<file path="src/hdl/ufr_map.svh">
`ifndef UFR_MAP_SVH
`define UFR_MAP_SVH

// Command codes seen on the command port
`define UFR_CMD_OPERATION   8'h01
`define UFR_CMD_CLEAR_ALL   8'h03
`define UFR_CMD_UV_LIMIT    8'h44
`define UFR_CMD_UV_ACTION   8'h45
`define UFR_CMD_STATUS_VOUT 8'h7A
`define UFR_CMD_TIME_UNIT   8'hD2

// Field positions of the fault action byte
`define UFR_ACT_MODE_HI     7
`define UFR_ACT_MODE_LO     6
`define UFR_ACT_RETRY_HI    5
`define UFR_ACT_RETRY_LO    3
`define UFR_ACT_MULT_HI     2
`define UFR_ACT_MULT_LO     0

// Operation on bit and status fault bit
`define UFR_OP_ON_BIT       7
`define UFR_STAT_UV_BIT     4

// Retry field values with special meaning
`define UFR_RETRY_NONE      3'h0
`define UFR_RETRY_ENDLESS   3'h7

// Reset values
`define UFR_ACTION_RST      8'h80
`define UFR_LIMIT_RST       16'h0000
`define UFR_UNIT_RST        16'h0001
`define UFR_OP_RST          8'h80

// Timing: delay unit is counted in time-base ticks
`define UFR_CLK_NS          8
`define UFR_TBASE_NS        1000
`define UFR_TBASE_CYC       (`UFR_TBASE_NS / `UFR_CLK_NS)

`endif

</file>
<file path="src/hdl/ufr_pkg.sv">
package ufr_pkg;

  // Reaction selected by the top two bits of the action byte
  typedef enum logic [1:0] {
    UFR_IGNORE   = 2'h0,
    UFR_DELAYED  = 2'h1,
    UFR_SHUTDOWN = 2'h2,
    UFR_HOLD     = 2'h3
  } ufr_mode_t;

  // Fault sequencer states, Gray coded along the retry path
  typedef enum logic [2:0] {
    UFR_S_RUN    = 3'h0,
    UFR_S_GRACE  = 3'h1,
    UFR_S_OFFW   = 3'h3,
    UFR_S_TRY    = 3'h2,
    UFR_S_LATCH  = 3'h6,
    UFR_S_HOLD   = 3'h7
  } ufr_state_t;

endpackage

</file>
<file path="src/hdl/ufr_sync.sv">
`timescale 1ns/100ps
`default_nettype none

module ufr_sync #(
  parameter int WIDTH = 1
) (
  input  wire logic             i_clock,
  input  wire logic             i_sys_rst,
  input  wire logic [WIDTH-1:0] i_async,
  output var  logic [WIDTH-1:0] o_sync
);

  logic [WIDTH-1:0] meta_r;
  logic [WIDTH-1:0] sync_r;

  // Two flip-flops per bit; only the second stage is read
  genvar g;
  generate
    for (g = 0; g < WIDTH; g++)
    begin : g_bit
      always_ff @(posedge i_clock)
      begin
        if (i_sys_rst)
        begin
          meta_r[g] <= 1'b0;
          sync_r[g] <= 1'b0;
        end
        else
        begin
          meta_r[g] <= i_async[g];
          sync_r[g] <= meta_r[g];
        end
      end
    end
  endgenerate

  assign o_sync = sync_r;

endmodule

`default_nettype wire

</file>
<file path="src/hdl/ufr_delay_timer.sv">
`timescale 1ns/100ps
`default_nettype none

module ufr_delay_timer #(
  parameter int TBASE_CYC = 125
) (
  input  wire logic        i_clock,
  input  wire logic        i_sys_rst,
  input  wire logic        i_start,
  input  wire logic        i_stop,
  input  wire logic [2:0]  i_mult,
  input  wire logic [15:0] i_unit,
  output var  logic        o_done
);

  localparam int PW = $clog2(TBASE_CYC + 1);

  logic [PW-1:0] pre_r,  pre_nxt;
  logic [22:0]   cnt_r,  cnt_nxt;
  logic [22:0]   tgt_r,  tgt_nxt;
  logic          run_r,  run_nxt;
  logic          done_now;
  logic [15:0]   unit_eff;
  logic          tick;

  // Zero unit is taken as one unit
  assign unit_eff = (i_unit == 16'h0000) ? 16'h0001 : i_unit;
  assign tick     = (pre_r == PW'(TBASE_CYC - 1));
  // Done on the last tick itself, so starts are spaced by exactly the delay
  assign done_now = run_r && tick && ((cnt_r + 23'h000001) == tgt_r);

  // Delay is unit times two to the power of the multiplier field
  always_comb
  begin
    pre_nxt  = tick ? '0 : pre_r + PW'(1);
    cnt_nxt  = cnt_r;
    tgt_nxt  = tgt_r;
    run_nxt  = run_r;
    if (i_stop)
    begin
      run_nxt = 1'b0;
      pre_nxt = '0;
    end
    else if (i_start)
    begin
      run_nxt = 1'b1;
      pre_nxt = '0;
      cnt_nxt = '0;
      tgt_nxt = 23'(unit_eff) << i_mult; // RULE14
    end
    else if (run_r && tick)
    begin
      cnt_nxt = cnt_r + 23'h000001;
      if (done_now)
        run_nxt = 1'b0;
    end
  end

  // Timer state registers
  always_ff @(posedge i_clock)
  begin
    if (i_sys_rst)
    begin
      pre_r  <= '0;
      cnt_r  <= '0;
      tgt_r  <= '0;
      run_r  <= 1'b0;
    end
    else
    begin
      pre_r  <= pre_nxt;
      cnt_r  <= cnt_nxt;
      tgt_r  <= tgt_nxt;
      run_r  <= run_nxt;
    end
  end

  assign o_done = done_now;

endmodule

`default_nettype wire

</file>
<file path="src/hdl/ufr_top.sv">
// Summary of operation
// RULE1: Action byte bits 7:6 pick the reaction, 5:3 the retries, 2:0 the delay multiplier, at code 0x45.
// RULE2: Reaction 00 keeps the output running untouched by the fault.
// RULE3: Reaction 01 runs on for the delay and, if the fault remains, enters the retry sequence.
// RULE4: Reaction 10 turns the output off at once and enters the retry sequence.
// RULE5: Reaction 11 holds the output off only while the fault lasts, then resumes.
// RULE6: Retry value 000 makes no restart and keeps the output off until cleared.
// RULE7: Retry value 001 makes one restart and latches off if it fails.
// RULE8: Retry value 010 makes two restarts and latches off after the last failure.
// RULE9: Retry value 011 makes three restarts and latches off after the last failure.
// RULE10: Retry value 111 restarts without limit until commanded off or cleared.
// RULE11: Restart starts are spaced by the delay unit times two to the power of the multiplier.
// RULE12: A latched fault clears by status bit clear, clear-all command or the reset pin.
// RULE13: Commanding the output off then on, by pin or command, also clears the fault.
// RULE14: Multiplier 0 to 7 scales the delay to 1 through 128 units of the 0xD2 value.
// RULE15: Retry values 100, 101, 110 make four, five, six restarts, then latch off.
// RULE16: The fault is raised while the output is below the 16-bit limit at 0x44.
// RULE17: Any clearing event or successful restart resets the attempt count and timer.
`include "ufr_map.svh"
`timescale 1ns/100ps
`default_nettype none

module ufr_top #(
  parameter int TBASE_CYC = `UFR_TBASE_CYC
) (
  input  wire logic            I_CLOCK,
  input  wire logic            I_SYS_RST,
  input  wire logic [15:0]     I_VOUT,
  input  wire logic            I_CMD_WR,
  input  wire logic            I_CMD_RD,
  input  wire logic [7:0]      I_CMD_CODE,
  input  wire logic [15:0]     I_CMD_DATA,
  input  wire logic            I_CTRL_PIN,
  input  wire logic            I_RESET_PIN,
  output var  logic [15:0]     O_RD_DATA,
  output var  logic            O_RD_VALID,
  output var  logic            O_OUTPUT_EN,
  output var  logic            O_UV_FAULT,
  output var  logic            O_LATCHED,
  output var  logic [2:0]      O_ATTEMPTS,
  output var  ufr_pkg::ufr_state_t O_STATE
);

  import ufr_pkg::*;

  logic [1:0]  pins_s;
  logic        ctrl_s;
  logic        rstpin_s;
  logic        tmr_done;

  logic [7:0]  action_r,  action_nxt;
  logic [15:0] limit_r,   limit_nxt;
  logic [15:0] unit_r,    unit_nxt;
  logic [7:0]  op_r,      op_nxt;
  logic        stat_r,    stat_nxt;
  logic        cmd_on_r,  cmd_on_nxt;
  logic        rpin_d_r,  rpin_d_nxt;
  logic [15:0] rd_data_r, rd_data_nxt;
  logic        rd_vld_r,  rd_vld_nxt;

  ufr_state_t  state_r,   state_nxt;
  logic [2:0]  tries_r,   tries_nxt;
  logic        out_en_r,  out_en_nxt;
  logic        tmr_start;
  logic        tmr_stop;

  ufr_mode_t   mode;
  logic [2:0]  retries;
  logic [2:0]  mult;
  logic        uv_raw;
  logic        cmd_on;
  logic        on_edge;
  logic        clr_event;
  logic        wr_clear_all;
  logic        wr_stat_clr;

  // Pin inputs cross into the clock domain
  ufr_sync #(
    .WIDTH (2)
  ) u_sync (
    .i_clock   (I_CLOCK),
    .i_sys_rst (I_SYS_RST),
    .i_async   ({I_RESET_PIN, I_CTRL_PIN}),
    .o_sync    (pins_s)
  );

  assign ctrl_s   = pins_s[0];
  assign rstpin_s = pins_s[1];

  // Delay and restart spacing timer
  ufr_delay_timer #(
    .TBASE_CYC (TBASE_CYC)
  ) u_timer (
    .i_clock   (I_CLOCK),
    .i_sys_rst (I_SYS_RST),
    .i_start   (tmr_start),
    .i_stop    (tmr_stop),
    .i_mult    (mult),
    .i_unit    (unit_r),
    .o_done    (tmr_done)
  );

  // Action byte fields
  assign mode    = ufr_mode_t'(action_r[`UFR_ACT_MODE_HI:`UFR_ACT_MODE_LO]); // RULE1
  assign retries = action_r[`UFR_ACT_RETRY_HI:`UFR_ACT_RETRY_LO]; // RULE1
  assign mult    = action_r[`UFR_ACT_MULT_HI:`UFR_ACT_MULT_LO]; // RULE1

  // Fault condition and clearing events
  assign uv_raw  = (I_VOUT < limit_r); // RULE16
  assign cmd_on  = op_r[`UFR_OP_ON_BIT] & ctrl_s;
  assign on_edge = cmd_on & ~cmd_on_r; // RULE13
  assign wr_clear_all = I_CMD_WR && (I_CMD_CODE == `UFR_CMD_CLEAR_ALL);
  assign wr_stat_clr  = I_CMD_WR && (I_CMD_CODE == `UFR_CMD_STATUS_VOUT)
                        && I_CMD_DATA[`UFR_STAT_UV_BIT];
  assign clr_event = wr_clear_all | wr_stat_clr // RULE12
                     | (rstpin_s & ~rpin_d_r) | on_edge; // RULE12

  // Command writes, reads and the status bit
  always_comb
  begin
    action_nxt  = action_r;
    limit_nxt   = limit_r;
    unit_nxt    = unit_r;
    op_nxt      = op_r;
    cmd_on_nxt  = cmd_on;
    rpin_d_nxt  = rstpin_s;
    rd_vld_nxt  = I_CMD_RD;
    rd_data_nxt = rd_data_r;
    if (I_CMD_WR)
    begin
      case (I_CMD_CODE)
        `UFR_CMD_UV_ACTION: action_nxt = I_CMD_DATA[7:0];
        `UFR_CMD_UV_LIMIT:  limit_nxt  = I_CMD_DATA;
        `UFR_CMD_TIME_UNIT: unit_nxt   = I_CMD_DATA;
        `UFR_CMD_OPERATION: op_nxt     = I_CMD_DATA[7:0];
        default:            action_nxt = action_r;
      endcase
    end
    if (I_CMD_RD)
    begin
      case (I_CMD_CODE)
        `UFR_CMD_UV_ACTION:  rd_data_nxt = {8'h00, action_r};
        `UFR_CMD_UV_LIMIT:   rd_data_nxt = limit_r;
        `UFR_CMD_TIME_UNIT:  rd_data_nxt = unit_r;
        `UFR_CMD_OPERATION:  rd_data_nxt = {8'h00, op_r};
        `UFR_CMD_STATUS_VOUT:
          rd_data_nxt = 16'(stat_r) << `UFR_STAT_UV_BIT;
        default:             rd_data_nxt = 16'h0000;
      endcase
    end
    // A new fault wins over a clear in the same cycle
    stat_nxt = stat_r;
    if (clr_event)
      stat_nxt = 1'b0;
    if (uv_raw && out_en_r)
      stat_nxt = 1'b1;
  end

  // Fault sequencer
  always_comb
  begin
    state_nxt  = state_r;
    tries_nxt  = tries_r;
    out_en_nxt = out_en_r;
    tmr_start  = 1'b0;
    tmr_stop   = 1'b0;
    if (!cmd_on)
    begin
      // Commanded off: output down, sequence abandoned
      state_nxt  = UFR_S_RUN;
      tries_nxt  = 3'h0;
      out_en_nxt = 1'b0;
      tmr_stop   = 1'b1;
    end
    else if (clr_event && state_r != UFR_S_HOLD)
    begin
      state_nxt  = UFR_S_RUN; // RULE12
      tries_nxt  = 3'h0; // RULE17
      out_en_nxt = 1'b1;
      tmr_stop   = 1'b1; // RULE17
    end
    else
    begin
      case (state_r)
        UFR_S_RUN:
        begin
          out_en_nxt = 1'b1;
          if (uv_raw && out_en_r)
          begin
            case (mode)
              UFR_IGNORE:
                state_nxt = UFR_S_RUN; // RULE2
              UFR_DELAYED:
              begin
                state_nxt = UFR_S_GRACE; // RULE3
                tmr_start = 1'b1; // RULE3
              end
              UFR_SHUTDOWN:
              begin
                out_en_nxt = 1'b0; // RULE4
                tmr_start  = 1'b1; // RULE11
                state_nxt  = (retries == `UFR_RETRY_NONE)
                             ? UFR_S_LATCH : UFR_S_OFFW; // RULE6
              end
              default:
              begin
                out_en_nxt = 1'b0; // RULE5
                state_nxt  = UFR_S_HOLD; // RULE5
              end
            endcase
          end
        end
        UFR_S_GRACE:
        begin
          // Runs on through the delay; a vanished fault ends it
          if (!uv_raw)
          begin
            state_nxt = UFR_S_RUN;
            tmr_stop  = 1'b1;
          end
          else if (tmr_done)
          begin
            out_en_nxt = 1'b0; // RULE3
            tmr_start  = 1'b1; // RULE11
            state_nxt  = (retries == `UFR_RETRY_NONE)
                         ? UFR_S_LATCH : UFR_S_OFFW; // RULE6
          end
        end
        UFR_S_OFFW:
        begin
          // Waits out the spacing, then starts an attempt
          out_en_nxt = 1'b0;
          if (tmr_done)
          begin
            out_en_nxt = 1'b1;
            tmr_start  = 1'b1; // RULE11
            state_nxt  = UFR_S_TRY;
            if (retries != `UFR_RETRY_ENDLESS)
              tries_nxt = tries_r + 3'h1;
          end
        end
        UFR_S_TRY:
        begin
          if (uv_raw)
          begin
            // Timer keeps running so starts stay evenly spaced
            out_en_nxt = 1'b0;
            if (retries == `UFR_RETRY_ENDLESS) // RULE10
              state_nxt = UFR_S_OFFW;
            else if (tries_r < retries) // RULE7 RULE8 RULE9 RULE15
              state_nxt = UFR_S_OFFW;
            else
            begin
              state_nxt = UFR_S_LATCH; // RULE7 RULE8 RULE9 RULE15
              tmr_stop  = 1'b1;
            end
          end
          else if (tmr_done)
          begin
            state_nxt = UFR_S_RUN; // RULE17
            tries_nxt = 3'h0; // RULE17
          end
        end
        UFR_S_LATCH:
        begin
          out_en_nxt = 1'b0; // RULE6
          tmr_stop   = 1'b1;
        end
        UFR_S_HOLD:
        begin
          out_en_nxt = 1'b0;
          if (!uv_raw)
          begin
            out_en_nxt = 1'b1; // RULE5
            state_nxt  = UFR_S_RUN; // RULE5
          end
        end
        default:
        begin
          state_nxt  = UFR_S_RUN;
          out_en_nxt = 1'b0;
        end
      endcase
    end
  end

  // Register file and command path registers
  always_ff @(posedge I_CLOCK)
  begin
    if (I_SYS_RST)
    begin
      action_r  <= `UFR_ACTION_RST;
      limit_r   <= `UFR_LIMIT_RST;
      unit_r    <= `UFR_UNIT_RST;
      op_r      <= `UFR_OP_RST;
      stat_r    <= 1'b0;
      cmd_on_r  <= 1'b0;
      rpin_d_r  <= 1'b0;
      rd_data_r <= 16'h0000;
      rd_vld_r  <= 1'b0;
    end
    else
    begin
      action_r  <= action_nxt;
      limit_r   <= limit_nxt;
      unit_r    <= unit_nxt;
      op_r      <= op_nxt;
      stat_r    <= stat_nxt;
      cmd_on_r  <= cmd_on_nxt;
      rpin_d_r  <= rpin_d_nxt;
      rd_data_r <= rd_data_nxt;
      rd_vld_r  <= rd_vld_nxt;
    end
  end

  // Sequencer registers
  always_ff @(posedge I_CLOCK)
  begin
    if (I_SYS_RST)
    begin
      state_r  <= UFR_S_RUN;
      tries_r  <= 3'h0;
      out_en_r <= 1'b0;
    end
    else
    begin
      state_r  <= state_nxt;
      tries_r  <= tries_nxt;
      out_en_r <= out_en_nxt;
    end
  end

  // Outputs straight from flip-flops, except O_LATCHED decoded from the state register
  assign O_RD_DATA   = rd_data_r;
  assign O_RD_VALID  = rd_vld_r;
  assign O_OUTPUT_EN = out_en_r;
  assign O_UV_FAULT  = stat_r;
  assign O_LATCHED   = (state_r == UFR_S_LATCH);
  assign O_ATTEMPTS  = tries_r;
  assign O_STATE     = state_r;

endmodule

`default_nettype wire

</file>
<file path="config.mk">
export PLATFORM = sky130hd
export DESIGN_NAME = ufr_top
export DESIGN_NICKNAME = d
export VERILOG_FILES = /design/src/hdl/ufr_pkg.sv /design/src/hdl/ufr_sync.sv /design/src/hdl/ufr_delay_timer.sv /design/src/hdl/ufr_top.sv
export VERILOG_INCLUDE_DIRS = /design/src /design/src/hdl
export SDC_FILE = /design/constraint.sdc
export NUM_CORES = 1
export LEC_CHECK = 0
export BUFFER_PORTS_ARGS = -buffer_cell sky130_fd_sc_hd__clkbuf_2
export CAP_MARGIN = 30
export CORE_AREA = 3 3 118 131
export CTS_CLUSTER_DIAMETER = 200
export CTS_CLUSTER_SIZE = 20
export DETAILED_ROUTE_END_ITERATION = 6
export DIE_AREA = 0 0 121 134
export HOLD_SLACK_MARGIN = 0.03
export PLACE_DENSITY = 0.73
export SLEW_MARGIN = 15
export SYNTH_ARGS = -nofsm -noshare
export SYNTH_HDL_FRONTEND = slang
export SYNTH_SLANG_ARGS = --single-unit
</file>
<file path="constraint.sdc">
create_clock -name I_CLOCK -period 6.2 [get_ports I_CLOCK]
set_input_delay 1.24 -clock I_CLOCK [delete_from_list [all_inputs] [get_ports I_CLOCK]]
set_output_delay 1.24 -clock I_CLOCK [all_outputs]
set_load 0.02 [all_outputs]
</file>
## After elaboration in Yosys (flattened, before gate mapping)

Index checks and enable logic that the tools add are counted.

| word-level totals | value |
|---|---|
| word-level logic and storage cells | 142 |
| bits of input ports | 46 |
| output and inout bits | 26 |
| bits in registers | 133 |

| operators by class | value |
|---|---|
| shift-type cells | 1 |
| add/sub/neg operators | 3 |
| magnitude comparators | 2 |
| bitwise gates (word level) | 11 |
| reduce and logical (&&, ||, !) cells | 31 |
| equal/unequal tests | 29 |
| multiplexer cells | 45 |

Operators with widths:

| operator | count |
|---|---|
| 16-bit one-hot mux with 5 select lines | 1 |
| 23-bit two-way mux | 2 |
| 3-bit two-way mux | 13 |
| 8-bit by 7-bit equality test with 1-bit output, second input constant | 3 |
| 23-bit by 1-bit adder with 23-bit output, second input constant | 1 |
| 23-bit equality test | 1 |
| 16-bit by 3-bit left shift with 23-bit output | 1 |
| 1-bit two-way mux | 22 |
| 3-bit != test, second input constant | 7 |
| 3-bit one-hot mux with 6 select lines | 1 |
| 16-bit logical NOT | 1 |
| 16-bit less-than comparator | 1 |
| 16-bit two-way mux | 1 |
| 2-bit AND reduction | 7 |
| 2-bit != test, second input constant | 6 |
| 3-bit equality test, second input constant | 3 |
| 3-bit one-hot mux with 3 select lines | 1 |
| 8-bit by 1-bit equality test with 1-bit output, second input constant | 1 |
| 8-bit by 2-bit equality test with 1-bit output, second input constant | 1 |
| 8-bit equality test, second input constant | 1 |
| 2-bit nonzero test | 4 |
| 2-bit OR reduction | 4 |
| 7-bit by 1-bit adder with 7-bit output, second input constant | 1 |
| 7-bit equality test, second input constant | 1 |
| other kinds (20) | 37 |

## Logic depth before layout (Yosys ltp)

| logic depth | value |
|---|---|
| depth in word-level cells | 11 |
| depth in mapped cells | 12 |
| mapped depth without buffers | 10 |

## Modules after synthesis

Synthesis repeated with hierarchy kept, for this count alone.

| unflattened totals | value |
|---|---|
| cells, all modules | 991 |
| area total of the unflattened synthesis | 7,805.0 µm² |

Modules (own cells, without submodules):

| module | seq. area each (µm²) | area each (µm²) | times used | cells an instance |
|---|---|---|---|---|
| ufr_top | 1,501.4 | 3,961.3 | 1 | 501 |
| ufr_delay_timer | 1,081.0 | 3,738.6 | 1 | 482 |
| ufr_sync | 80.1 | 105.1 | 1 | 8 |

## Worst setup path after synthesis

OpenSTA, ideal clock, no wires.

| timing path | value |
|---|---|
| kind | input-to-reg |
| from | in I_VOUT[6] |
| to | reg u_timer.cnt_r[8] |
| data arrival time | 3,899 ps |
| path buffers | 1 |
| stages on the path | 10 |
| required time | 6,114 ps |
| setup time | 86 ps |
| slack | 2,215 ps |
| path through | ha_1 and3_1 a221o_1 a31oi_1 o41a_1 mux2i_1 nand3_1 clkbuf_1 or3_2 a211oi_1 |

| on the way | value |
|---|---|
| word-level cells in the longest chain between the ends | 8 |
| elaborated cells on any way between the ends | 16 |
| those cells by class | order compare (1); mux (11); bitwise (1); reduce/logical (3) |

RTL lines:

| what | line | source |
|---|---|---|
| from (decl) | ufr_top.sv:28 | `input wire logic [15:0] I_VOUT,` |
| 16-bit less-than comparator * | ufr_top.sv:109 | `assign uv_raw = (I_VOUT < limit_r);` |
| 1-bit logical AND | ufr_top.sv:188 | `if (uv_raw && out_en_r)` |
| 1-bit two-way mux | ufr_top.sv:188 |  |
| 1-bit one-hot mux with 3 select lines | ufr_top.sv:184 | `case (state_r)` |
| 1-bit two-way mux | ufr_top.sv:175 | `else if (clr_event && state_r != UFR_S_HOLD)` |
| 1-bit two-way mux | ufr_top.sv:167 | `if (!cmd_on)` |
| 2-bit nonzero test (no source line) | n/a |  |
| 2-bit AND reduction (no source line) | n/a |  |
| to (signal assigned) | ufr_delay_timer.sv:72 | `cnt_r <= cnt_nxt;` |
| to (decl) | ufr_delay_timer.sv:19 | `logic [22:0] cnt_r, cnt_nxt;` |

Mark *: on every way between the ends. The rest lies on a longest branch, timed or not.
A chain may end at the register's enable or synchronous reset.

## Final worst setup path

| timing path | value |
|---|---|
| from | reg u_timer.cnt_r[0] |
| to | reg u_timer.tgt_r[0] |

| on the way | value |
|---|---|
| word-level cells in the longest chain between the ends | 9 |

RTL lines:

| what | line | source |
|---|---|---|
| 23-bit by 1-bit adder with 23-bit output * | ufr_delay_timer.sv:30 | `assign done_now = run_r && tick && ((cnt_r + 23'h000001) == tgt_r);` |
| 23-bit equality test * | ufr_delay_timer.sv:30 |  |
| 1-bit logical AND * | ufr_delay_timer.sv:30 |  |
| 1-bit two-way mux * | ufr_top.sv:221, ufr_top.sv:233 |  |
| 1-bit two-way mux | ufr_top.sv:216 | `if (!uv_raw)` |
| 1-bit one-hot mux with 3 select lines * | ufr_top.sv:184 |  |
| 1-bit two-way mux * | ufr_top.sv:175 |  |
| 1-bit two-way mux * | ufr_top.sv:167 |  |
| 2-bit AND reduction (no source line) * | n/a |  |
| to (signal assigned) | ufr_delay_timer.sv:73 | `tgt_r <= tgt_nxt;` |
| to (decl) | ufr_delay_timer.sv:20 | `logic [22:0] tgt_r, tgt_nxt;` |

Marks and branches as above.

==> flow_summary_export.csv <==
group,metric,value,unit
clocking,holdBufCountCts,0,
routing,initialDrtViolationCount,457,
floorplanning,row_count,46,
finish,fill_cells,1282,
yosys,yosysTopAreaCell,"dfxtp_1",
clocking,cts_tree,"yes",
grt,grt_overflow_total,0,
yosys,synthFlopType,"dfxtp_1",
sta,hold_violations,0,
placed_design,place_area,8199,um^2
routing,via_per_inst,5.860,
critical_path,r2r_slack,1920,ps
yosys,synthTopCellsByArea,"dfxtp_1 34%, nand2_1 6.2%, mux2i_1 5.7%",
grt,grt_pass1_wl,32600,um
finish,fin_util,61.95,%
sta,finClkSkew,9.633,ps
floorplanning,die-area,16210,um^2
yosys,ys_types,69,
yosys,ys_ff_latch,133,
min_path,hold_path.class,"flop to flop",
finish,final_nets,1052,
clocking,cts_buffer_depth,2,
clocking,insertion_delay,430,ps
grt,grt_pass1_vias,6465,
critical_path,crit_arrival,4630,ps
critical_path,crit_required,6550,ps
power,leakage,0.003280,uW
placed_design,place_inst,1152,
clocking,cts-resized-gates,0,
clocking,postCtsSetupBuffers,0,
routing,num_vias,6950,
sta,fin_tns_setup,0,ps
finish,synthToLayoutAreaGrowth,14.58,%
finish,final-instance-count-excl-fill,1186,
clocking,cts_buffers,17,
yosys,synth_edf_count,0,
sta,setup_viol,0,
sta,slew_violations,0,
run_status,outcome,"finished clean",
critical_path,cp_max_fo,16,
floorplanning,initial_core_util,54.07,%
floorplanning,core,14330,um^2
grt,antenna_found_initial,0,
floorplanning,ioPinCount,72,
placed_design,hpwl,13790,um
critical_path,cp_cell_sequence,"ha_1 > nand3_1 > nor4_1 > nand4_1 > mux2_2 > mux2i_2 > nor4_2 > o21ai_2 > buf_4 > mux2i_1",
run,drv_cap,0,
floorplanning,die_x,121,um
routing,first_pass_iters,6,
sta,finalCritPeriodShare,69.08,%
clocking,root_buffer,"clkbuf_16",
yosys,yosysSeqAreaShare,34.36,%
yosys,syn-num-nets,1013,
finish,final_common_cell,"dfxtp_1",
critical_path,crit_type,"flop to flop",
yosys,synth_cells,942,
finish,mostFrequentLayoutCells,"133 x dfxtp_1, 129 x nand2_1, 80 x a21oi_1",
finish,drive_above_1_share,15.69,%
routing,drc,0,
critical_path,cpLargestDelayFamily,"simple AND/OR/NAND/NOR gates",
sta,max_freq,0.2335,GHz
routing,antenna_left,0,
placed_design,io_buffers,71,
critical_path,cpPeakStageDelay,730,ps
power,p_per_area,228.1,nW/um^2
grt,track_usage,24.88,%
routing,wl_per_cell,16.49,um
sta,relSlewSlack,40.28,%
critical_path,worstSetupStartpointType,"flop",
grt,grt_start_max_net_pins,56,
sta,period_needed,4283,ps
sta,worst_pin_slew,895.7,ps
clocking,cts_max_level,4,
power,ir_drop,0.1870,mV
sta,grt_setup_unrepaired,"no",
sta,hold_slack,438.6,ps
yosys,async_reset_ff_share,0,%
clocking,clkTransAtPathRegs,60,ps
clocking,clock-sinks,133,
finish,stdcell_area,8879,um^2
finish,diodes,0,
critical_path,critPathBufInv,1,
placed_design,gp_congestion,0.8717,
critical_path,critPathCaptureType,"flop",
yosys,syn_area_per_cell,8.226,um^2
critical_path,crit_slowest_cell,"o21ai_2",
yosys,synth-warning-count,0,
yosys,netlist_area,7749,um^2
floorplanning,die_h,134,um
yosys,yosysTopAreaCellShare,34.36,%
routing,routed_wl,19550,um
## routing by layer
layer	vias up	track usage (%)	wire length, um
li1	3482	-	-
met1	3223	33.27	8554
met2	211	40.01	9488
met3	34	4.597	1082
met4	0	9.509	426
met5	-	0	0
## cell usage after synthesis (4+ instances only)
library cell / instances
a211oi_1: 24
a21o_1: 7
a21oi_1: 80
a22o_1: 8
a22oi_1: 9
a31oi_1: 4
and2_1: 4
and3_1: 9
buf_2: 7
clkbuf_1: 50
dfxtp_1: 133
ha_1: 25
inv_1: 35
mux2_2: 17
mux2i_1: 44
mux4_2: 9
nand2_1: 129
nand2b_1: 7
nand3_1: 43
nand4_1: 15
nor2_1: 53
nor2b_1: 31
nor3_1: 26
nor3b_1: 4
nor4_1: 10
o211ai_1: 4
o21ai_0: 32
o31ai_1: 9
or3_1: 12
or4_1: 9
xnor2_1: 19
xor2_1: 16
## cell type report
cell class	instances	area (um^2)	share of cell area [%]
clock buffer	18	439.2	4.946
clock inverter	14	197.7	2.227
inverter	35	131.4	1.480
multi-input combinational	712	4715	53.10
sequential	133	2663	29.99
tap	192	240.2	2.706
timing repair buffer	82	493.0	5.552
## kinds of logic (layout without fill, tap and decap cells)
logic type                 after synthesis  count (layout)  synth area share, %
AOI/OAI and AO/OA                      208             208                17.33
DFF                                    133             133                34.36
xor gates and xnor gates                35              35                3.956
buffers and inverters                   97             149                4.957
muxes                                   72              72                11.09
and+or+nand+nor                        372             372                24.27
adders and majority gates               25              25                4.037
## registers in the layout, indices dropped and copies added, names as in the netlist, 2 cells and up
signal         flops
unit_r            16
O_RD_DATA         16
u_sync.o_sync      2
u_sync.meta_r      2
u_timer.tgt_r     23
O_STATE            3
op_r               8
u_timer.cnt_r     23
limit_r           16
O_ATTEMPTS         3
action_r           8
u_timer.pre_r      7
## per-stage QoR
step | total power [uW] | setup WS [ps]
after floorplan | 920.0 | 2215
after global placement | 954.6 | 1701
after detailed placement | 955.6 | 1609
after CTS | 2035 | 1899
after global routing | 2090 | 1548
final | 2025 | 1917
## path summary, 6_finish.rpt
check	from	to	depth (start not counted)
hold reg to reg	u_sync.meta_r[0]	u_sync.o_sync[0]	1
hold / removal	u_sync.meta_r[0]	u_sync.o_sync[0]	1
setup / recovery	u_timer.cnt_r[0]	u_timer.tgt_r[0]	10
setup reg to reg	u_timer.cnt_r[0]	u_timer.tgt_r[0]	10
## where the power goes
group	leakage [uW]	internal, uW	switching [uW]	total, uW
clock network	0.000307	687	399	1090
logic	0.00190	28.2	51.7	79.9
registers	0.00107	858	1.86	860
total	0.00328	1570	452	2030
Power figures use the tool's default switching activity.
